[src/sldrv_regs.svh]
`ifndef SLDRV_REGS_SVH
`define SLDRV_REGS_SVH

// Number of driver channels
`define SLDRV_CHANNELS 32
// Reset value of stages, latches and outputs
`define SLDRV_RESET_BITS 32'h0000_0000
// Buffer depth in entries
`define SLDRV_BUF_DEPTH 2
`endif

[src/sldrv_pkg.sv]
`include "sldrv_regs.svh"
package sldrv_pkg;
	typedef logic [`SLDRV_CHANNELS-1:0] sldrv_word_t;
endpackage

[src/sldrv_top.sv]
`include "sldrv_regs.svh"
module sldrv_top (
	input  wire logic             clk_sys,       // System clock, 200 MHz
	input  wire logic             rstn,          // Synchronous reset, low
	input  wire logic             serialClk,     // Link clock, sampled
	input  wire logic             serialIn,      // Serial data in
	input  wire logic             latchLoad,     // Latch load, high = copy
	input  wire logic             blanking,      // Blanking, high = all low
	input  wire logic             outReady,      // Output sink ready
	output logic                  outValid,      // Output word valid
	output sldrv_pkg::sldrv_word_t driverOutput, // Parallel outputs
	output logic                  serialOut,     // Cascade serial out
	output logic                  inReady        // Buffer can take a word
);
	// Pipeline, one clock per step: a sampled rise of the link clock
	// shifts the chain, the latches copy the chain on the next clock,
	// the blanked latch word enters the buffer on the clock after that,
	// and reaches the parallel outputs on that same clock if the buffer was empty.
	// A stalled sink holds at most two distinct words; a later change
	// waits for room and only the newest waiting word is delivered, so
	// short-lived states between two settled words may be skipped.
	// The link clock is sampled, so it must stay well below clk_sys:
	// each of its levels has to last at least one clk_sys cycle.

	// Sizes for loops and buffer bookkeeping
	localparam int         Chans = `SLDRV_CHANNELS;
	localparam logic [1:0] Full  = 2'(`SLDRV_BUF_DEPTH);

	// Link clock sampling
	logic                   clkPrev;
	logic                   next_clkPrev;
	logic                   rise;

	// Shift chain
	sldrv_pkg::sldrv_word_t stages;
	sldrv_pkg::sldrv_word_t next_stages;
	sldrv_pkg::sldrv_word_t stageIn;

	// Latches
	sldrv_pkg::sldrv_word_t latches;
	sldrv_pkg::sldrv_word_t next_latches;

	// Blanked word that feeds the buffer
	sldrv_pkg::sldrv_word_t outWord;

	// Two entry buffer
	sldrv_pkg::sldrv_word_t bufData [`SLDRV_BUF_DEPTH];
	sldrv_pkg::sldrv_word_t next_bufData [`SLDRV_BUF_DEPTH];
	logic [1:0]             bufCount;
	logic [1:0]             next_bufCount;
	sldrv_pkg::sldrv_word_t lastPushed;
	sldrv_pkg::sldrv_word_t next_lastPushed;
	logic                   push;
	logic                   pop;
	logic                   pushSlot;
	logic                   next_outValid;
	sldrv_pkg::sldrv_word_t next_driverOutput;
	logic                   next_inReady;

	// Cascade output
	logic                   next_serialOut;

	// Next value of the sampled link clock
	always_comb begin
		next_clkPrev = serialClk;
	end

	// A rise is a high sample after a low one; the previous sample
	// resets to the idle low level, so no false rise follows reset
	assign rise = serialClk & ~clkPrev;

	// Previous link clock sample
	always_ff @(posedge clk_sys) begin
		if (!rstn) begin
			clkPrev <= 1'h0;
		end else begin
			clkPrev <= next_clkPrev;
		end
	end

	// What each stage takes on a rise: stage zero the serial input,
	// every other stage its neighbour nearer the input
	for (genvar gi = 0; gi < Chans; gi++) begin : g_stage
		if (gi == 0) begin : g_first
			assign stageIn[gi] = serialIn;
		end else begin : g_rest
			assign stageIn[gi] = stages[gi-1];
		end
	end

	// Shift only on a detected rise, otherwise hold
	always_comb begin
		next_stages = stages;
		if (rise) begin
			next_stages = stageIn;
		end
	end

	// Shift chain registers
	always_ff @(posedge clk_sys) begin
		if (!rstn) begin
			stages <= `SLDRV_RESET_BITS;
		end else begin
			stages <= next_stages;
		end
	end

	// Latches copy the chain while load is high and hold otherwise;
	// the copy is registered, so a latch trails its stage by a cycle,
	// which trades one cycle of delay for a loop-free latch path
	always_comb begin
		next_latches = latches;
		if (latchLoad) begin
			next_latches = stages;
		end
	end

	// Latch registers; blanking is kept away from them on purpose
	always_ff @(posedge clk_sys) begin
		if (!rstn) begin
			latches <= `SLDRV_RESET_BITS;
		end else begin
			latches <= next_latches;
		end
	end

	// Blanking forces the word low without touching the latches
	always_comb begin
		outWord = blanking ? '0 : latches;
	end

	// Two entry buffer: a word is pushed when the blanked word changes,
	// so a stalled sink sees only changed states, not a copy per cycle.
	// A push is refused while full; the changed word stays pending
	// because the last pushed word is not updated.
	// When the last word drains, the head keeps it, so the parallel
	// outputs never fall back to stale buffer contents.
	always_comb begin
		push              = (outWord != lastPushed) && (bufCount != Full);
		pop               = outValid && outReady;
		pushSlot          = pop ? 1'h0 : bufCount[0];
		next_bufData      = bufData;
		if (pop && (bufCount == Full)) begin
			next_bufData[0] = bufData[1];
		end
		if (push) begin
			next_bufData[pushSlot] = outWord;
		end
		next_bufCount     = bufCount + {1'h0, push} - {1'h0, pop};
		next_lastPushed   = push ? outWord : lastPushed;
		next_outValid     = next_bufCount != 2'h0;
		next_driverOutput = next_bufData[0];
		next_inReady      = next_bufCount != Full;
	end

	// Buffer registers; the head drives the ports straight from flops
	always_ff @(posedge clk_sys) begin
		if (!rstn) begin
			bufData[0]   <= `SLDRV_RESET_BITS;
			bufData[1]   <= `SLDRV_RESET_BITS;
			bufCount     <= 2'h0;
			lastPushed   <= `SLDRV_RESET_BITS;
			outValid     <= 1'h0;
			driverOutput <= `SLDRV_RESET_BITS;
			inReady      <= 1'h0;
		end else begin
			bufData      <= next_bufData;
			bufCount     <= next_bufCount;
			lastPushed   <= next_lastPushed;
			outValid     <= next_outValid;
			driverOutput <= next_driverOutput;
			inReady      <= next_inReady;
		end
	end

	// The cascade bit leaves with the shift that moves it into place,
	// so a downstream chain sees it on the next link clock rise
	always_comb begin
		next_serialOut = next_stages[Chans-1];
	end

	// Cascade output register
	always_ff @(posedge clk_sys) begin
		if (!rstn) begin
			serialOut <= 1'h0;
		end else begin
			serialOut <= next_serialOut;
		end
	end
endmodule

[config.mk]
export PLATFORM = sky130hd
export DESIGN_NAME = sldrv_top
export DESIGN_NICKNAME = d
export VERILOG_FILES = /design/src/sldrv_pkg.sv /design/src/sldrv_top.sv
export VERILOG_INCLUDE_DIRS = /design/src /design/src/src
export SDC_FILE = /design/constraint.sdc
export NUM_CORES = 1
export LEC_CHECK = 0
export BUFFER_PORTS_ARGS = -buffer_cell sky130_fd_sc_hd__buf_2
export CAP_MARGIN = 20
export CORE_UTILIZATION = 61
export CTS_CLUSTER_SIZE = 25
export DETAILED_ROUTE_END_ITERATION = 8
export PLACE_DENSITY = 0.88
export SLEW_MARGIN = 20
export SYNTH_ARGS = -nofsm -noshare
export SYNTH_HDL_FRONTEND = slang
export SYNTH_SLANG_ARGS = --single-unit
[constraint.sdc]
create_clock -name clk_sys -period 3.2 [get_ports clk_sys]
set_input_delay 0.16 -clock clk_sys [delete_from_list [all_inputs] [get_ports clk_sys]]
set_output_delay 0.16 -clock clk_sys [all_outputs]
set_load 0.1 [all_outputs]
==> impl_metrics.yaml <==
status:
  run_status: "finished clean"
cts:
  tritoncts_clock_tree: "yes"
  clock_sink_count: 165
  clkLatencyLatePin_ns: 0.43
  cts-root-to-sink-buffers: 2
  cts.repair_timing.setup_buffer_count: 0
  cts_resized: 0
  cts_buffers: 17
  h-tree-depth: 4
  cts_root_buffer: "sky130_fd_sc_hd__clkbuf_16"
  clk_pin_slew_ns: 0.06
place:
  global_placement_routability_congestion: 0.782
  portBuffers: 41
  detailed_place_hpwl_mm: 10.5
timing:
  final.setup_skew_ns: 0.00725
  max-slew-margin-rel_pct: 33.1
  worst_slew_pin_slew_ns: 1.00
  timing.final.crit_period_ns: 2.99
  final-setup-viol-count: 0
  final.period_utilization_pct: 93.3
  max_clock_freq_ghz: 0.335
  maxSlewViolCount: 0
  finalSetupTns_ns: 0
  hold_viol_final: 0
  setup_repair_after_global_routing_missed_its_margin: "no"
setup_path:
  arrival_ns: 3.30
  path_buf_inv: 2
  critical_path.max_stage_delay_ns: 0.55
  end_kind: "flop"
  timing_worst_setup_path_type: "flop to flop"
  worst_setup_path_start_kind: "flop"
  worst_path_slowest_cell: "sky130_fd_sc_hd__nor4_4"
  timing.critical_path.from: "latches[19]"
  path_max_fanout: 5
  crit_family: "simple AND/OR/NAND/NOR gates"
  critPathRequiredTime_ns: 3.51
  crit_path_cell_trace: "nand4bb_1 > o22ai_1 > o22ai_1 > nor4_4 > a21oi_4 > inv_1 > ha_1 > inv_1 > ha_1 > xor2_1 > xnor2_1 > nor2b_1 > or2_2"
  reg2reg_from: "latches[19]"
hold_path:
  hp-start: "rstn"
  hold_path.class: "input port to flop"
synth:
  yosys.area.top_type: "sky130_fd_sc_hd__dfxtp_1"
  synthDominantCellAreaShare_pct: 42.6
  yosys.cell_types.count: 31
  ffs_w_async_s_r_synth_pct: 0
  synthesized_cell_area_sq_um: 7750
  ys_warn_count: 0
  synth.yosys.seq_area_share_pct: 42.6
  mean_instance_size_in_the_synthesized_netlist_sq_um: 9.77
  synthTopCellsByArea: "sky130_fd_sc_hd__dfxtp_1 (43%), sky130_fd_sc_hd__mux2i_1 (17%), sky130_fd_sc_hd__nand2_1 (8.0%), sky130_fd_sc_hd__mux2_2 (4.6%), sky130_fd_sc_hd__nand3b_1 (4.5%)"
  synth_enable_flop_cells: 0
  synth_top_cells_by_count: "sky130_fd_sc_hd__dfxtp_1 (165), sky130_fd_sc_hd__nand2_1 (165), sky130_fd_sc_hd__mux2i_1 (128), sky130_fd_sc_hd__nand3b_1 (47)"
  synth-seq-cells: 165
  synth.net_count: 803
  synthCells: 794
  yosys_most_used_dff: "sky130_fd_sc_hd__dfxtp_1"
pwr:
  switchingPower_mw: 0.995
  post-layout-total-power_mw: 4.53
  power.density_cell_area_nw_per_um2: 535
  vdd_ir_drop_max_mv: 0.366
  p_seq_share_pct: 46.1
  p_int_mw: 3.53
  power.switching_fraction_pct: 22.0
  clkPwrFrac_pct: 47.8
  combinationalPowerShare_pct: 6.1
  total_leakage_power_nw: 3.13
detailed_routing:
  total_drc_errors_in_the_routed_layout: 0
  route.antenna.remaining_nets: 0
  wl_per_cell_um: 16.9
  ratio_of_routed_vias_to_standard_cells: 5.80
  detailedRoute.firstPassIterationCount: 5
  via_count: 5587
  totalWireLength_mm: 16.2
  initial_detailed_routing_violation_count: 399
finish:
  drive_above_1_share_pct: 16.9
  num_antenna_cells: 0
  nets: 791
  syn_to_final_growth_pct: 9.18
  nFillCells: 878
  final_core_util_pct: 69.3
flow_run:
  maxCapViolCount: 0
grt:
  antenna_found_initial: 0
  globalRoute.totalOverflow: 0
  maximum_number_of_pins_on_one_net_before_global_route_repair: 81
  grt_usage_pct: 26.0
  grt_pass1_wl_mm: 26.5
  grt_pass1_vias: 5426
die:
  initial_standard_cell_utilization_of_the_core_pct: 63.5
  core-area_sq_um: 12200
  die_y_um: 115
  die_area_sq_um: 13200
  die_w_um: 115
  num_io_pins: 42
  fp-row-count: 40
==> through the flow <==
stage | setup WS (ns) | instance area, sq um | hold slack, ns | cells
finish | 0.215 | 8470 | 0.285 | 963
global route | 0.131 | 8470 | 0.305 | 963
CTS | 0.247 | 8460 | 0.267 | 963
detailed placement | 0.185 | 7800 | 0.406 | 929
global placement | 0.285 | 7800 | 0.391 | 929
floorplan | 0.321 | 7750 | 0.282 | 794
==> path summary, 6_finish.rpt <==
check	to	slack, ns	depth (start not counted)
max	outValid	0.21	13
min	lastPushed[24]	0.28	3
max reg2reg	outValid	0.21	13
min reg2reg	flop	0.46	2
==> worst register-to-register path, stage by stage (launching register included) <==
cell and delay [ns]:
sky130_fd_sc_hd__dfxtp_1 0.50, sky130_fd_sc_hd__nand4bb_1 0.15, sky130_fd_sc_hd__o22ai_1 0.18, sky130_fd_sc_hd__o22ai_1 0.15, sky130_fd_sc_hd__nor4_4 0.55, sky130_fd_sc_hd__a21oi_4 0.11, sky130_fd_sc_hd__inv_1 0.07, sky130_fd_sc_hd__ha_1 0.22
sky130_fd_sc_hd__inv_1 0.07, sky130_fd_sc_hd__ha_1 0.16, sky130_fd_sc_hd__xor2_1 0.18, sky130_fd_sc_hd__xnor2_1 0.18, sky130_fd_sc_hd__nor2b_1 0.09, sky130_fd_sc_hd__or2_2 0.28
==> logic make-up after synthesis <==
logic type / Yosys count / share of synthesized area (%)
flip-flops: 165 / 42.6
AND/OR/NAND/NOR: 286 / 19.6
AO/OA/AOI/OAI: 75 / 7.71
XOR/XNOR: 18 / 2.03
multiplexers: 160 / 21.2
adder cells (fa/ha/maj): 2 / 0.323
buffers and inverters: 88 / 6.58
==> per-layer routing <==
layer	up-vias	global-route usage [%]	wire (um)
li1	2682	-	-
met3	31	5.54	741
met1	2716	32.4	7290
met4	0	11.9	319
met5	-	0	0
met2	158	43.4	7900
==> final cells by class <==
class	count	area, sq um	share of cell area [%]
Multi-Input combinational cell	541	3970	46.8
Clock inverter	7	115	1.36
Sequential cell	165	3300	39.0
Clock buffer	25	526	6.21
Inverter	3	11.3	0.133
Timing Repair Buffer	54	335	3.96
Tap cell	168	210	2.48
==> power groups by stage <==
stage | clock network, mW | logic, mW | registers [mW]
after global routing | 2.29 | 0.290 | 2.09
after floorplan | 0 | 0.169 | 2.18
after detailed placement | 0 | 0.266 | 2.13
final | 2.16 | 0.277 | 2.09
after global placement | 0 | 0.260 | 2.13
after CTS | 2.19 | 0.275 | 2.09
==> layout by cell type, fill, tap and decap left out <==
cell type and count:
sky130_fd_sc_hd__buf_12 2, sky130_fd_sc_hd__clkbuf_16 17, sky130_fd_sc_hd__nor4_1 1, sky130_fd_sc_hd__or2_2 1, sky130_fd_sc_hd__o21ba_1 5, sky130_fd_sc_hd__buf_4 10, sky130_fd_sc_hd__o22ai_1 22, sky130_fd_sc_hd__nand2b_2 1
sky130_fd_sc_hd__o21a_1 1, sky130_fd_sc_hd__nor2b_1 34, sky130_fd_sc_hd__dlygate4sd3_1 2, sky130_fd_sc_hd__nand4bb_1 15, sky130_fd_sc_hd__ha_1 2, sky130_fd_sc_hd__a21oi_4 2, sky130_fd_sc_hd__nand2_1 165, sky130_fd_sc_hd__nand3b_1 47
sky130_fd_sc_hd__clkbuf_1 1, sky130_fd_sc_hd__o32ai_1 1, sky130_fd_sc_hd__a21boi_0 32, sky130_fd_sc_hd__and2_1 2, sky130_fd_sc_hd__o21ba_2 11, sky130_fd_sc_hd__bufinv_16 3, sky130_fd_sc_hd__nor4_4 2, sky130_fd_sc_hd__dfxtp_1 165
sky130_fd_sc_hd__clkinvlp_4 2, sky130_fd_sc_hd__clkbuf_8 7, sky130_fd_sc_hd__buf_2 40, sky130_fd_sc_hd__clkinv_2 2, sky130_fd_sc_hd__inv_1 3, sky130_fd_sc_hd__nor2b_4 1, sky130_fd_sc_hd__nor3_1 17, sky130_fd_sc_hd__mux2_2 32
sky130_fd_sc_hd__a221oi_4 1, sky130_fd_sc_hd__mux2i_1 128, sky130_fd_sc_hd__xnor2_1 1, sky130_fd_sc_hd__xor2_1 17
==> what timing repair did <==
action                                  in CTS  in global routing
hold endpoints to repair                     2                  0
hold buffers                                 2                  0
endpoints found under the setup margin       0                  0
Power figures use the tool's default switching activity.
